`src/verilog/tbd_regs.vh`:
```
// Register indices, field positions, reset values and timing counts for the bias converter control
`ifndef TBD_REGS_VH
`define TBD_REGS_VH

// ==========================================================
// Register indices (5-bit register field of a frame)
`define TBD_REG_OUT_C 5'h00
`define TBD_REG_OUT_AB 5'h01
`define TBD_REG_MODE 5'h10
`define TBD_REG_TEST_ONE 5'h18
`define TBD_REG_TEST_TWO 5'h12

// ==========================================================
// Frame layout
`define TBD_FRAME_SHORT 6'd30
`define TBD_FRAME_LONG 6'd32
`define TBD_HDR_SHORT_MSB 29
`define TBD_HDR_LONG_MSB 31
`define TBD_HDR_LSB 21
`define TBD_ID_SHORT 9'h0A4
`define TBD_ID_LONG 11'h6A4
`define TBD_ADDR_MSB 20
`define TBD_ADDR_LSB 16
`define TBD_DATA_MSB 15

// ==========================================================
// Data fields
`define TBD_CODE_C_MSB 7
`define TBD_CODE_A_MSB 7
`define TBD_CODE_B_MSB 15
`define TBD_CODE_B_LSB 8
`define TBD_MODE_ACTIVE_BIT 0
`define TBD_MODE_EN_A_BIT 1
`define TBD_MODE_EN_B_BIT 2
`define TBD_MODE_EN_C_BIT 3
`define TBD_MODE_BOOST_MSB 7
`define TBD_MODE_BOOST_LSB 4

// ==========================================================
// Reset values
`define TBD_CODE_RST 8'h00
`define TBD_MODE_RST 16'h0000

// ==========================================================
// Timing
`define TBD_CLK_MHZ 250
`define TBD_T_ACTIVE_US 300
`define TBD_T_SETTLE_US 35
`define TBD_ACTIVE_CYC (`TBD_T_ACTIVE_US * `TBD_CLK_MHZ)
`define TBD_SETTLE_CYC (`TBD_T_SETTLE_US * `TBD_CLK_MHZ)

`endif

```
`src/verilog/tbd_top.v`:
```
// Control logic of the three-output tunable bias converter
//
// How it works
// Three outputs, each with its own 8-bit code written over the serial link.
// Code maps linearly onto 0 to 30 V, about 117 mV per step.
// A 4-bit boost code sets the rail between 15 V and 30 V.
// Host should not program output codes below 19; device accepts any code.
// Code zero connects the output to ground through the pull-down.
// Shutdown switches everything off and leaves all outputs high impedance.
// In active mode each output is set or switched off, codes change any time.
// Power-on reset forces every register to default, device in default mode.
// Host waits 5 us after digital supply rises before its first command.
// Shutdown to active directly; operational flag within 300 us.
// Output settling window of 35 us after select release on an update.
// Five 16-bit registers, the first three write-only control registers.
// Host never addresses the two test registers.
// Register one sets C, register two sets A and B, register three the mode.
// Data sampled on rising serial clock, command latched on select fall.
// A register changes only once the full command has been latched.
`timescale 1ns/1ns
`default_nettype none
`include "tbd_regs.vh"

module tbd_top
#(
  parameter ACTIVE_CYC = `TBD_ACTIVE_CYC,
  parameter SETTLE_CYC = `TBD_SETTLE_CYC
)
(
  // Clock and power-on reset
  input wire sys_clk_i,
  input wire rst_b_i,
  // Three-wire serial link
  input wire ser_data_i,
  input wire ser_cs_i,
  input wire ser_clk_i,
  // Converter and boost control
  output reg high_voltage_converter_on_o,
  output reg high_voltage_converter_ready_o,
  output reg [3:0] boost_rail_voltage_code_o,
  // Output codes
  output reg [7:0] high_voltage_out_a_code_o,
  output reg [7:0] high_voltage_out_b_code_o,
  output reg [7:0] high_voltage_out_c_code_o,
  // Output stage control, bit 0 = A, bit 1 = B, bit 2 = C
  output reg [2:0] out_drive_o,
  output reg [2:0] out_pulldown_o,
  output reg [2:0] out_settling_o
);

  // ==========================================================
  // Helpers
  localparam CNT_W = 17;
  localparam [CNT_W-1:0] ACTIVE_LOAD = ACTIVE_CYC[CNT_W-1:0];
  localparam [CNT_W-1:0] SETTLE_LOAD = SETTLE_CYC[CNT_W-1:0];

  // Count down to zero and stay there
  function [CNT_W-1:0] tbd_dec;
    input [CNT_W-1:0] v;
    begin
      tbd_dec = (v == {CNT_W{1'b0}}) ? v : v - {{(CNT_W-1){1'b0}}, 1'b1};
    end
  endfunction

  // State of one output: drive, pull-down or high impedance
  function [1:0] tbd_stage;
    input on;
    input en;
    input [7:0] code;
    begin
      if (!on || !en)
        tbd_stage = 2'b00;
      else if (code == 8'h00)
        tbd_stage = 2'b10;
      else
        tbd_stage = 2'b01;
    end
  endfunction

  // ==========================================================
  // Serial receiver
  wire [31:0] frame;
  wire [5:0] nbits;
  wire frame_vld;

  tbd_serial_rx u_rx
  (
    .sys_clk_i(sys_clk_i),
    .rst_b_i(rst_b_i),
    .ser_data_i(ser_data_i),
    .ser_cs_i(ser_cs_i),
    .ser_clk_i(ser_clk_i),
    .frame_o(frame),
    .nbits_o(nbits),
    .frame_vld_o(frame_vld)
  );

  // ==========================================================
  // Frame decode
  wire hdr_short_ok;
  wire hdr_long_ok;
  wire wr_ok;
  wire [4:0] wr_addr;
  wire [15:0] wr_data;

  // Header must match the fixed, tuner and device fields for its length
  assign hdr_short_ok = (nbits == `TBD_FRAME_SHORT) &&
                        (frame[`TBD_HDR_SHORT_MSB:`TBD_HDR_LSB] == `TBD_ID_SHORT);
  assign hdr_long_ok = (nbits == `TBD_FRAME_LONG) &&
                       (frame[`TBD_HDR_LONG_MSB:`TBD_HDR_LSB] == `TBD_ID_LONG);
  assign wr_ok = frame_vld && (hdr_short_ok || hdr_long_ok);
  assign wr_addr = frame[`TBD_ADDR_MSB:`TBD_ADDR_LSB];
  assign wr_data = frame[`TBD_DATA_MSB:0];

  // ==========================================================
  // Control registers
  reg [15:0] out_c_code_r;
  reg [15:0] out_a_b_code_r;
  reg [15:0] mode_r;
  reg [15:0] test_one_r;
  reg [15:0] test_two_r;
  reg [2:0] upd_nxt;

  // Write-only registers; reset puts the device in shutdown with all codes zero
  always @(posedge sys_clk_i or negedge rst_b_i)
  begin
    if (!rst_b_i)
    begin
      out_c_code_r <= {8'h00, `TBD_CODE_RST};
      out_a_b_code_r <= {`TBD_CODE_RST, `TBD_CODE_RST};
      mode_r <= `TBD_MODE_RST;
      test_one_r <= 16'h0000;
      test_two_r <= 16'h0000;
    end
    else if (wr_ok)
    begin
      case (wr_addr)
        `TBD_REG_OUT_C: out_c_code_r <= {8'h00, wr_data[`TBD_CODE_C_MSB:0]};
        `TBD_REG_OUT_AB: out_a_b_code_r <= wr_data;
        `TBD_REG_MODE: mode_r <= wr_data;
        // Test registers hold their word but steer nothing in this logic
        `TBD_REG_TEST_ONE: test_one_r <= wr_data;
        `TBD_REG_TEST_TWO: test_two_r <= wr_data;
        default: mode_r <= mode_r;
      endcase
    end
  end

  // Which outputs see an update in this cycle: bit 0 = A, bit 1 = B, bit 2 = C
  always @*
  begin
    upd_nxt = 3'b000;
    if (wr_ok && wr_addr == `TBD_REG_OUT_AB)
      upd_nxt = 3'b011;
    else if (wr_ok && wr_addr == `TBD_REG_OUT_C)
      upd_nxt = 3'b100;
  end

  // ==========================================================
  // Mode fields
  wire mode_active;
  wire [2:0] mode_en;
  wire [3:0] boost_code;
  wire [7:0] code_a;
  wire [7:0] code_b;
  wire [7:0] code_c;

  assign mode_active = mode_r[`TBD_MODE_ACTIVE_BIT];
  assign mode_en = {mode_r[`TBD_MODE_EN_C_BIT], mode_r[`TBD_MODE_EN_B_BIT], mode_r[`TBD_MODE_EN_A_BIT]};
  assign boost_code = mode_r[`TBD_MODE_BOOST_MSB:`TBD_MODE_BOOST_LSB];
  assign code_a = out_a_b_code_r[`TBD_CODE_A_MSB:0];
  assign code_b = out_a_b_code_r[`TBD_CODE_B_MSB:`TBD_CODE_B_LSB];
  assign code_c = out_c_code_r[`TBD_CODE_C_MSB:0];

  // ==========================================================
  // Activation timer
  reg [CNT_W-1:0] act_cnt_r;
  reg act_run_r;

  // Restarts on every shutdown; ready only after the full activation count
  always @(posedge sys_clk_i or negedge rst_b_i)
  begin
    if (!rst_b_i)
    begin
      act_cnt_r <= {CNT_W{1'b0}};
      act_run_r <= 1'b0;
    end
    else if (!mode_active)
    begin
      act_cnt_r <= ACTIVE_LOAD;
      act_run_r <= 1'b0;
    end
    else
    begin
      act_cnt_r <= tbd_dec(act_cnt_r);
      act_run_r <= 1'b1;
    end
  end

  // ==========================================================
  // Settling timers, one per output
  reg [CNT_W-1:0] set_cnt_r [0:2];
  integer i;

  // A new write restarts the window even if the previous one is still running
  always @(posedge sys_clk_i or negedge rst_b_i)
  begin
    if (!rst_b_i)
    begin
      for (i = 0; i < 3; i = i + 1)
        set_cnt_r[i] <= {CNT_W{1'b0}};
    end
    else
    begin
      for (i = 0; i < 3; i = i + 1)
      begin
        if (upd_nxt[i] && mode_active)
          set_cnt_r[i] <= SETTLE_LOAD;
        else if (!mode_active)
          set_cnt_r[i] <= {CNT_W{1'b0}};
        else
          set_cnt_r[i] <= tbd_dec(set_cnt_r[i]);
      end
    end
  end

  // ==========================================================
  // Output stage
  wire [1:0] stg_a;
  wire [1:0] stg_b;
  wire [1:0] stg_c;

  // Shutdown leaves every stage off, i.e. high impedance
  assign stg_a = tbd_stage(mode_active, mode_en[0], code_a);
  assign stg_b = tbd_stage(mode_active, mode_en[1], code_b);
  assign stg_c = tbd_stage(mode_active, mode_en[2], code_c);

  // All outputs registered; codes are passed on as they are, low codes included
  always @(posedge sys_clk_i or negedge rst_b_i)
  begin
    if (!rst_b_i)
    begin
      high_voltage_converter_on_o <= 1'b0;
      high_voltage_converter_ready_o <= 1'b0;
      boost_rail_voltage_code_o <= 4'h0;
      high_voltage_out_a_code_o <= 8'h00;
      high_voltage_out_b_code_o <= 8'h00;
      high_voltage_out_c_code_o <= 8'h00;
      out_drive_o <= 3'b000;
      out_pulldown_o <= 3'b000;
      out_settling_o <= 3'b000;
    end
    else
    begin
      high_voltage_converter_on_o <= mode_active;
      high_voltage_converter_ready_o <= act_run_r && (act_cnt_r == {CNT_W{1'b0}});
      boost_rail_voltage_code_o <= boost_code;
      high_voltage_out_a_code_o <= code_a;
      high_voltage_out_b_code_o <= code_b;
      high_voltage_out_c_code_o <= code_c;
      out_drive_o <= {stg_c[0], stg_b[0], stg_a[0]};
      out_pulldown_o <= {stg_c[1], stg_b[1], stg_a[1]};
      out_settling_o[0] <= (set_cnt_r[0] != {CNT_W{1'b0}});
      out_settling_o[1] <= (set_cnt_r[1] != {CNT_W{1'b0}});
      out_settling_o[2] <= (set_cnt_r[2] != {CNT_W{1'b0}});
    end
  end

endmodule

`default_nettype wire

```
`src/verilog/tbd_serial_rx.v`:
```
// Three-wire serial receiver: pin synchronisers, bit shifter and frame capture
`timescale 1ns/1ns
`default_nettype none

module tbd_serial_rx
(
  // Clock and reset
  input wire sys_clk_i,
  input wire rst_b_i,
  // Serial pins
  input wire ser_data_i,
  input wire ser_cs_i,
  input wire ser_clk_i,
  // Captured frame
  output reg [31:0] frame_o,
  output reg [5:0] nbits_o,
  output reg frame_vld_o
);

  // ==========================================================
  // Pin synchronisers
  reg [2:0] clk_s_r;
  reg [2:0] cs_s_r;
  reg [1:0] dat_s_r;
  reg [31:0] shift_r;
  reg [5:0] cnt_r;
  wire clk_rise;
  wire cs_fall;

  // Stage 0 is read only by stage 1; edges are found between stages 1 and 2
  always @(posedge sys_clk_i or negedge rst_b_i)
  begin
    if (!rst_b_i)
    begin
      clk_s_r <= 3'h0;
      cs_s_r <= 3'h0;
      dat_s_r <= 2'h0;
    end
    else
    begin
      clk_s_r <= {clk_s_r[1:0], ser_clk_i};
      cs_s_r <= {cs_s_r[1:0], ser_cs_i};
      dat_s_r <= {dat_s_r[0], ser_data_i};
    end
  end

  assign clk_rise = clk_s_r[1] & ~clk_s_r[2];
  assign cs_fall = ~cs_s_r[1] & cs_s_r[2];

  // ==========================================================
  // Shift on rising serial clock while selected, hand over on select fall
  always @(posedge sys_clk_i or negedge rst_b_i)
  begin
    if (!rst_b_i)
    begin
      shift_r <= 32'h0000_0000;
      cnt_r <= 6'h00;
      frame_o <= 32'h0000_0000;
      nbits_o <= 6'h00;
      frame_vld_o <= 1'b0;
    end
    else
    begin
      frame_vld_o <= 1'b0;
      if (cs_fall)
      begin
        frame_o <= shift_r;
        nbits_o <= cnt_r;
        frame_vld_o <= 1'b1;
        cnt_r <= 6'h00;
      end
      else if (cs_s_r[1] && clk_rise)
      begin
        shift_r <= {shift_r[30:0], dat_s_r[1]};
        // Saturate so an overlong burst is counted as invalid, not wrapped
        if (cnt_r != 6'h3F)
          cnt_r <= cnt_r + 6'h01;
      end
      else if (!cs_s_r[1])
        cnt_r <= 6'h00;
    end
  end

endmodule

`default_nettype wire

```
`config.mk`:
```
export PLATFORM = sky130hd
export DESIGN_NAME = tbd_top
export DESIGN_NICKNAME = d
export VERILOG_FILES = /design/src/verilog/tbd_top.v /design/src/verilog/tbd_serial_rx.v
export VERILOG_INCLUDE_DIRS = /design/src /design/src/verilog
export SDC_FILE = /design/constraint.sdc
export NUM_CORES = 1
export LEC_CHECK = 0
export BUFFER_PORTS_ARGS = -buffer_cell sky130_fd_sc_hd__buf_4
export CELL_PAD_IN_SITES_DETAIL_PLACEMENT = 1
export CELL_PAD_IN_SITES_GLOBAL_PLACEMENT = 2
export CORE_ASPECT_RATIO = 1.5
export CORE_MARGIN = 5
export CORE_UTILIZATION = 40
export DETAILED_ROUTE_END_ITERATION = 8
export PLACE_DENSITY = 0.83
export SLEW_MARGIN = 0
export SYNTH_ARGS = -nofsm -noshare
export SYNTH_HDL_FRONTEND = slang
export SYNTH_SLANG_ARGS = --single-unit
```
`constraint.sdc`:
```
create_clock -name sys_clk_i -period 5.65 [get_ports sys_clk_i]
set_input_delay 0.565 -clock sys_clk_i [delete_from_list [all_inputs] [get_ports sys_clk_i]]
set_output_delay 0.565 -clock sys_clk_i [all_outputs]
set_load 0.02 [all_outputs]
```
==> flow_metrics.tcl, run 1 <==
set metrics [dict create \
    run_status "finished, final reports clean" \
    fin_cells 1068 \
    route.detailed.wl_per_inst_um 18.8 \
    num-nets-final 785 \
    tritoncts "yes" \
    fillCellCount 2315 \
    critical-path-max-stage-delay_ns 0.53 \
    clock_sink_count 224 \
    synth.ff_latch_count 224 \
    dieArea_um2 26400 \
    start_util_pct 40.5 \
    max_clock_freq_mhz 395 \
    post_cts_hold_buffer_count 0 \
    peakVddDrop_mv 0.340 \
    setup_repair_after_global_routing_missed_its_margin "no" \
    row_count 68 \
    antenna_cells 0 \
    critical_path.endpoint_type "flip-flop" \
    largest_net_degree_at_the_start_of_global_routing 114 \
    cts_buffer_depth 3 \
    slew_headroom_pct 24.7 \
    critical_path_required_ns 6.04 \
    place.port_buffers 43 \
    slew_at_the_pin_closest_to_its_max_slew_limit_ns 1.13 \
    drive_gt1_share_pct 25.6 \
    powerDensity_nw_per_um2 316 \
    drc 0 \
    antenna_left 0 \
    floorplan.core_area_um2 22900 \
    critical_path.cell_chain "nor4b_1, nand4_1, a21oi_2, buf_4, mux2_2" \
    synth_seq_area_share_pct 60.5 \
    cp_top_family "simple AND/OR/NAND/NOR gates" \
    initial_antenna_violation_count 0 \
    clock_latency_ns 0.53 \
    track_usage_pct 15.5 \
    synth-edff-count 0 \
    post-route-period-util_pct 44.8 \
    htreeDepth 1 \
    power.leakage_uw 0.00518 \
    number_of_standard_cells_after_synthesis 722 \
    setup_viol 0 \
    synth_fp_nets 736 \
    areaGrowthSynthToFinish_pct 15.1 \
    placed_cells_incl_taps 1026 \
    cts_repair_resized_insts 0 \
    accumulated_negative_setup_slack_ns 0 \
    detail_route.wirelength_um 20100 \
    final_hpwl_from_detailed_placement_um 13500 \
    globalRouteOverflowTotal 0 \
    worst-endpoint-arrival_ns 2.93 \
    die_y_um 196 \
    fp.dieW_um 134 \
    clock-root-buffer "sky130_fd_sc_hd__clkbuf_16" \
    slowest_library_cell_on_the_worst_path "sky130_fd_sc_hd__a21oi_2" \
    yosysWarnings 0 \
    postCtsSetupBuffers 0 \
    grt_pass1_wl_um 33900 \
    io-pin-count 44 \
    grt_pass1_vias 6509 \
    gp_congestion 0.774 \
    drv_cap 0 \
    first_pass_iters 4 \
    tritoncts.num_buffers 23 \
    syn_area_per_cell_um2 12.8 \
    path_buf_inv 1 \
    finalClockSkew_ns 0.0242 \
    critPathLaunchType "flip-flop" \
    drt_iter0_markers 169 \
    slew_limit_fails 0 \
    path_clk_slew_ns 0.06 \
    hp-class "in -> async" \
    post_synth_instance_area_um2 9260 \
    synth-async-reset-ratio_pct 100 \
    crit_path_max_fanout 16 \
    dr_total_vias 5716 \
    detail_route.vias_per_cell 5.35 \
    timing.setup.critical_path_class "reg -> reg" \
    final_period_minus_worst_setup_slack_ns 2.53 \
    finalHoldViolations 0 \
    yosys.cell_types.count 52 \
    synth-main-ff-cell "sky130_fd_sc_hd__dfrtp_1" \
]
==> state kept, by name, indices dropped and copies added (netlist names), 4 cells and up <==
signal / cells
u_rx.cnt_r: 6
high_voltage_out_c_code_o: 8
set_cnt_r: 51
out_c_code_r: 8
high_voltage_out_a_code_o: 8
u_rx.shift_r: 32
high_voltage_out_b_code_o: 8
u_rx.nbits_o: 6
act_cnt_r: 17
mode_r: 8
out_a_b_code_r: 16
boost_rail_voltage_code_o: 4
u_rx.frame_o: 32
==> cell type report <==
cell class / count / area [um2] / share of cell area (%)
clock buffer: 30 / 632 / 5.92
clock inverter: 12 / 138 / 1.29
inverter: 11 / 41.3 / 0.387
multi-input combinational: 462 / 3520 / 33.0
sequential: 224 / 5610 / 52.6
tap: 280 / 350 / 3.28
timing repair buffer: 49 / 375 / 3.52
==> worst paths after layout <==
kind                                             start                             end  slack [ns]  cells after the start
max                        u_rx.nbits_o[0]$_DFFE_PN0P_   out_a_b_code_r[0]$_DFFE_PN0P_        3.12                      5
min                                            rst_b_i  out_a_b_code_r[12]$_DFFE_PN0P_         0.1                      1
max reg2reg                u_rx.nbits_o[0]$_DFFE_PN0P_   out_a_b_code_r[0]$_DFFE_PN0P_        3.12                      5
min reg2reg                   u_rx.cs_s_r[0]$_DFF_PN0_        u_rx.cs_s_r[1]$_DFF_PN0_        0.35                      0
max in group asynchronous                      rst_b_i       act_cnt_r[16]$_DFFE_PN0P_        4.23                      2
min in group sys_clk_i                      ser_data_i       u_rx.dat_s_r[0]$_DFF_PN0_        0.15                      1
==> worst register-to-register path, cell delays in order, from the launching register on <==
cell and delay, ns:
sky130_fd_sc_hd__dfrtp_1 0.41, sky130_fd_sc_hd__nor4b_1 0.46, sky130_fd_sc_hd__nand4_1 0.27, sky130_fd_sc_hd__a21oi_2 0.53, sky130_fd_sc_hd__buf_4 0.37, sky130_fd_sc_hd__mux2_2 0.39
==> cells in the mapped netlist, drive strengths merged (4+ instances only) <==
cell,n,area share (%)
nor3b,6,0.49
o31a,4,0.38
nand3,14,0.76
nor4b,10,1.1
inv,11,0.45
or4,14,1.2
nor3,27,1.5
nand4,11,0.74
xor2,23,2.2
nor4,22,1.6
nor2b,8,0.54
a21oi,14,0.80
buf,11,0.57
o21a,12,0.97
xnor2,29,2.7
nand2,38,1.5
or3,11,0.74
clkbuf,14,0.57
o21ai,5,0.27
and2,12,0.84
o41ai,4,0.38
nor2,56,2.3
mux2,102,13
dfrtp,224,61
ha,9,1.2
==> stage by stage <==
| step | setup slack, ns | power [uW] | area (um2) | util [%] | hold slack (ns) |
|---|---|---|---|---|---|
| final | 3.12 | 3370 | 10700 | 46.6 | 0.0999 |
| after global placement | 3.28 | 1860 | 9900 | 43.2 | 0.332 |
| after detailed placement | 3.20 | 1870 | 9900 | 43.2 | 0.338 |
| after CTS | 3.06 | 3420 | 10700 | 46.6 | 0.135 |
| after floorplan | 3.45 | 1790 | 9260 | - | 0.269 |
| after global routing | 2.99 | 3510 | 10700 | 46.6 | 0.132 |
==> logic make-up (layout without fill, tap and decap cells) <==
family	Yosys count	after routing	synth area share, %
DFF	224	224	60.5
xor gates and xnor gates	52	52	4.92
buffers and inverters	36	102	1.58
AOI/OAI and AO/OA	50	50	3.92
adders and majority gates	9	9	1.22
and+or+nand+nor	246	246	14.8
muxes	105	105	13.0
==> report_power, final <==
group	internal [uW]	switching, uW	total (uW)	leakage (uW)
sequential	1660	61.2	1730	0.00304
clock	892	639	1530	0.000382
combinational	56.3	59.6	116	0.00175
==> per-layer routing <==
metal	up-vias	wire length, um	GRT usage [%]
li1	2663	-	-
met2	57	11100	29.4
met5	-	0	0
met3	39	482	2.04
met1	2957	8000	18.3
met4	0	487	4.42
==> cells in the final DEF (no fill, tap or decap), types with 13 or more instances in the layout <==
cell type	synthesis	final
sky130_fd_sc_hd__a21oi_1	13	13
sky130_fd_sc_hd__buf_4	0	48
sky130_fd_sc_hd__clkbuf_16	0	23
sky130_fd_sc_hd__dfrtp_1	224	224
sky130_fd_sc_hd__mux2_2	94	94
sky130_fd_sc_hd__nand2_1	38	38
sky130_fd_sc_hd__nand3_1	14	14
sky130_fd_sc_hd__nor2_1	55	55
sky130_fd_sc_hd__nor3_1	27	27
sky130_fd_sc_hd__nor4_1	21	21
sky130_fd_sc_hd__or4_1	13	13
sky130_fd_sc_hd__xnor2_1	29	29
sky130_fd_sc_hd__xor2_1	23	23
(Power assumes the default switching activity.)
==> run 2: changes to the inputs <==
--- a/config.mk
+++ b/config.mk
@@ -11,9 +11,9 @@
 export CELL_PAD_IN_SITES_GLOBAL_PLACEMENT = 2
 export CORE_ASPECT_RATIO = 1.5
 export CORE_MARGIN = 5
-export CORE_UTILIZATION = 40
+export CORE_UTILIZATION = 39
 export DETAILED_ROUTE_END_ITERATION = 8
-export PLACE_DENSITY = 0.83
+export PLACE_DENSITY = 0.85
 export SLEW_MARGIN = 0
 export SYNTH_ARGS = -nofsm -noshare
 export SYNTH_HDL_FRONTEND = slang
==> constraint.sdc (replaced) <==
create_clock -name sys_clk_i -period 2.2 [get_ports sys_clk_i]
set_input_delay 0.22 -clock sys_clk_i [delete_from_list [all_inputs] [get_ports sys_clk_i]]
set_output_delay 0.22 -clock sys_clk_i [all_outputs]
set_load 0.02 [all_outputs]
==> run 2 against run 1 <==
Effect of this change:
- utilization up 1.1 points
- clock skew increased by 0.011 ns
- clock-buffer cell count grew 3
- flip-flop and latch count unchanged
- combinational power rose to 2.8 times the previous value
- clock power rose to 2.6 times the previous value
- sequential share of layout area down 2.6 points
- sequential power grew to 2.6 times the previous value
- via count up 5.0%
- critical path type unchanged
- largest cell class unchanged
- largest power group unchanged
==> flow_metrics.tcl, run 2 (synthesis results as in run 1) <==
set metrics [dict create \
    finalHoldWorstSlack_ns 0.230 \
    reg_with_most_ffs "set_cnt_r" \
    row_count 69 \
    place_ws_ns 0.000151 \
    slowest_library_cell_on_the_worst_path "sky130_fd_sc_hd__or4b_4" \
    slew_headroom_pct 58.0 \
    critical-path-max-stage-delay_ns 0.60 \
    drive_gt1_share_pct 30.6 \
    powerDensity_nw_per_um2 780 \
    slew_at_the_pin_closest_to_its_max_slew_limit_ns 0.624 \
    dieArea_um2 27000 \
    drc 0 \
    total_area_of_multi_input_combinational_cells_um2 3550 \
    reg.largest.list "set_cnt_r (51), u_rx.frame_o (32), u_rx.shift_r (32)" \
    final_hpwl_from_detailed_placement_um 13700 \
    route.detailed.wl_per_inst_um 18.3 \
    start_util_pct 39.3 \
    final_util_pct 47.7 \
    peakVddDrop_mv 0.697 \
    gp_congestion 0.788 \
    critPathLaunchType "flip-flop" \
    timing.setup.critical_path_class "reg -> reg" \
    tritoncts "yes" \
    largest_reg_flops 51 \
    io-pin-count 44 \
    path_clk_slew_ns 0.07 \
    power.leakage_uw 0.00548 \
    fillCellCount 2402 \
    finalClockSkew_ns 0.0354 \
    detail_route.wirelength_um 21200 \
    setup_viol 0 \
    clock_sink_count 224 \
    setup_ws_ns 0.0177 \
    globalRouteOverflowTotal 0 \
    drt_iter0_markers 176 \
    run_status "finished, final reports clean" \
    final_period_minus_worst_setup_slack_ns 2.18 \
    grt_pass1_wl_um 36000 \
    antenna_cells 0 \
    crit_path_max_fanout 8 \
    fin_total_pwr_uw 8760 \
    fp.dieW_um 136 \
    post-route-period-util_pct 99.2 \
    layout.area.seq_um2 5610 \
    fin_cells 1161 \
    largest_net_degree_at_the_start_of_global_routing 66 \
    antenna_left 0 \
    grt_pass1_vias 6817 \
    critical_path.cell_chain "nand4b_1, or4_4, and2_4, or4b_4, mux2_4" \
    clock-root-buffer "sky130_fd_sc_hd__clkbuf_16" \
    worst-endpoint-arrival_ns 2.60 \
    layout_commonest_cell "sky130_fd_sc_hd__dfrtp_1" \
    setup_repair_after_global_routing_missed_its_margin "yes" \
    die_y_um 199 \
    critical_path_required_ns 2.62 \
    layout_common_cells "sky130_fd_sc_hd__dfrtp_1, sky130_fd_sc_hd__mux2_2, sky130_fd_sc_hd__buf_4, sky130_fd_sc_hd__nor2_1, sky130_fd_sc_hd__nand2_1" \
    critical_path.endpoint_type "flip-flop" \
    floorplan.core_area_um2 23600 \
    tritoncts.num_buffers 23 \
    initial_antenna_violation_count 0 \
    hp-class "in -> async" \
    max_clock_freq_mhz 458 \
    track_usage_pct 16.4 \
    finalHoldViolations 0 \
    detail_route.vias_per_cell 5.17 \
    place.port_buffers 43 \
    slew_limit_fails 0 \
    num-nets-final 839 \
    areaGrowthSynthToFinish_pct 21.2 \
    placed_cells_incl_taps 1110 \
    htreeDepth 1 \
    dr_total_vias 6000 \
    drv_cap 0 \
    first_pass_iters 4 \
    clock_latency_ns 0.54 \
    cts_buffer_depth 3 \
]
==> run 2: changes by cell type in the layout (fill, tap and decap cells not counted), sizes merged <==
cell | previous run | this run
dlygate4sd3 | 0 | 4
clkinv | 7 | 6
clkinvlp | 1 | 0
buf | 49 | 99
bufinv | 2 | 1
clkbuf | 30 | 33
==> run 2: layout make-up <==
| class | instances | share of cell area (%) |
|---|---|---|
| clock inverters | 9 | 0.858 |
| inverters | 11 | 0.368 |
| well taps | 319 | 3.55 |
| flip-flops and latches | 224 | 49.9 |
| multi-input cells | 462 | 31.6 |
| repair buffers | 103 | 7.60 |
| clock buffers | 33 | 6.08 |
==> run 2: worst paths after layout <==
path	start	to	slack, ns	cells past startpoint
max	u_rx.nbits_o[4]$_DFFE_PN0P_	mode_r[5]$_DFFE_PN0P_	0.02	5
max reg2reg	u_rx.nbits_o[4]$_DFFE_PN0P_	mode_r[5]$_DFFE_PN0P_	0.02	5
min in group sys_clk_i	ser_data_i	u_rx.dat_s_r[0]$_DFF_PN0_	0.34	2
max in group asynchronous	rst_b_i	high_voltage_out_b_code_o[1]$_DFF_PN0_	1.21	3
min	rst_b_i	set_cnt_r[10]$_DFFE_PN0P_	0.23	2
min reg2reg	u_rx.cs_s_r[0]$_DFF_PN0_	u_rx.cs_s_r[1]$_DFF_PN0_	0.35	0
==> run 2: through the flow <==
step / instance area (um2) / setup TNS, ns
final: 11200 / 0
after detailed placement: 10300 / 0
after CTS: 11200 / 0
after global routing: 11200 / -0.278
after global placement: 10300 / 0
after floorplan: 9260 / 0
==> run 2: metal layers <==
| layer | GRT usage, % | share of wire [%] |
|---|---|---|
| met3 | 2.10 | 2.5 |
| met4 | 4.52 | 2.1 |
| met5 | 0 | 0 |
| met2 | 30.2 | 55 |
| met1 | 20.0 | 41 |
==> run 2: report_power, final <==
| part | switching, uW | leakage, uW | total (uW) | internal [uW] |
|---|---|---|---|---|
| sequential | 180 | 0.00304 | 4450 | 4270 |
| combinational | 163 | 0.00204 | 327 | 164 |
| clock | 1680 | 0.000390 | 3980 | 2300 |
==> run 2: what timing repair did <==
item	4_1_cts	5_1_grt
pin swaps	1	2
hold endpoints to repair	63	0
resized for setup	1	6
hold buffers	4	0
buffers inserted	0	5
setup endpoints to repair	5	38
==> run 2: critical path: cells and delay by family (launching register included) <==
family / cells / cell delay, ns
muxes: 1 / 0.35
and+or+nand+nor: 4 / 1.37
DFF: 1 / 0.37
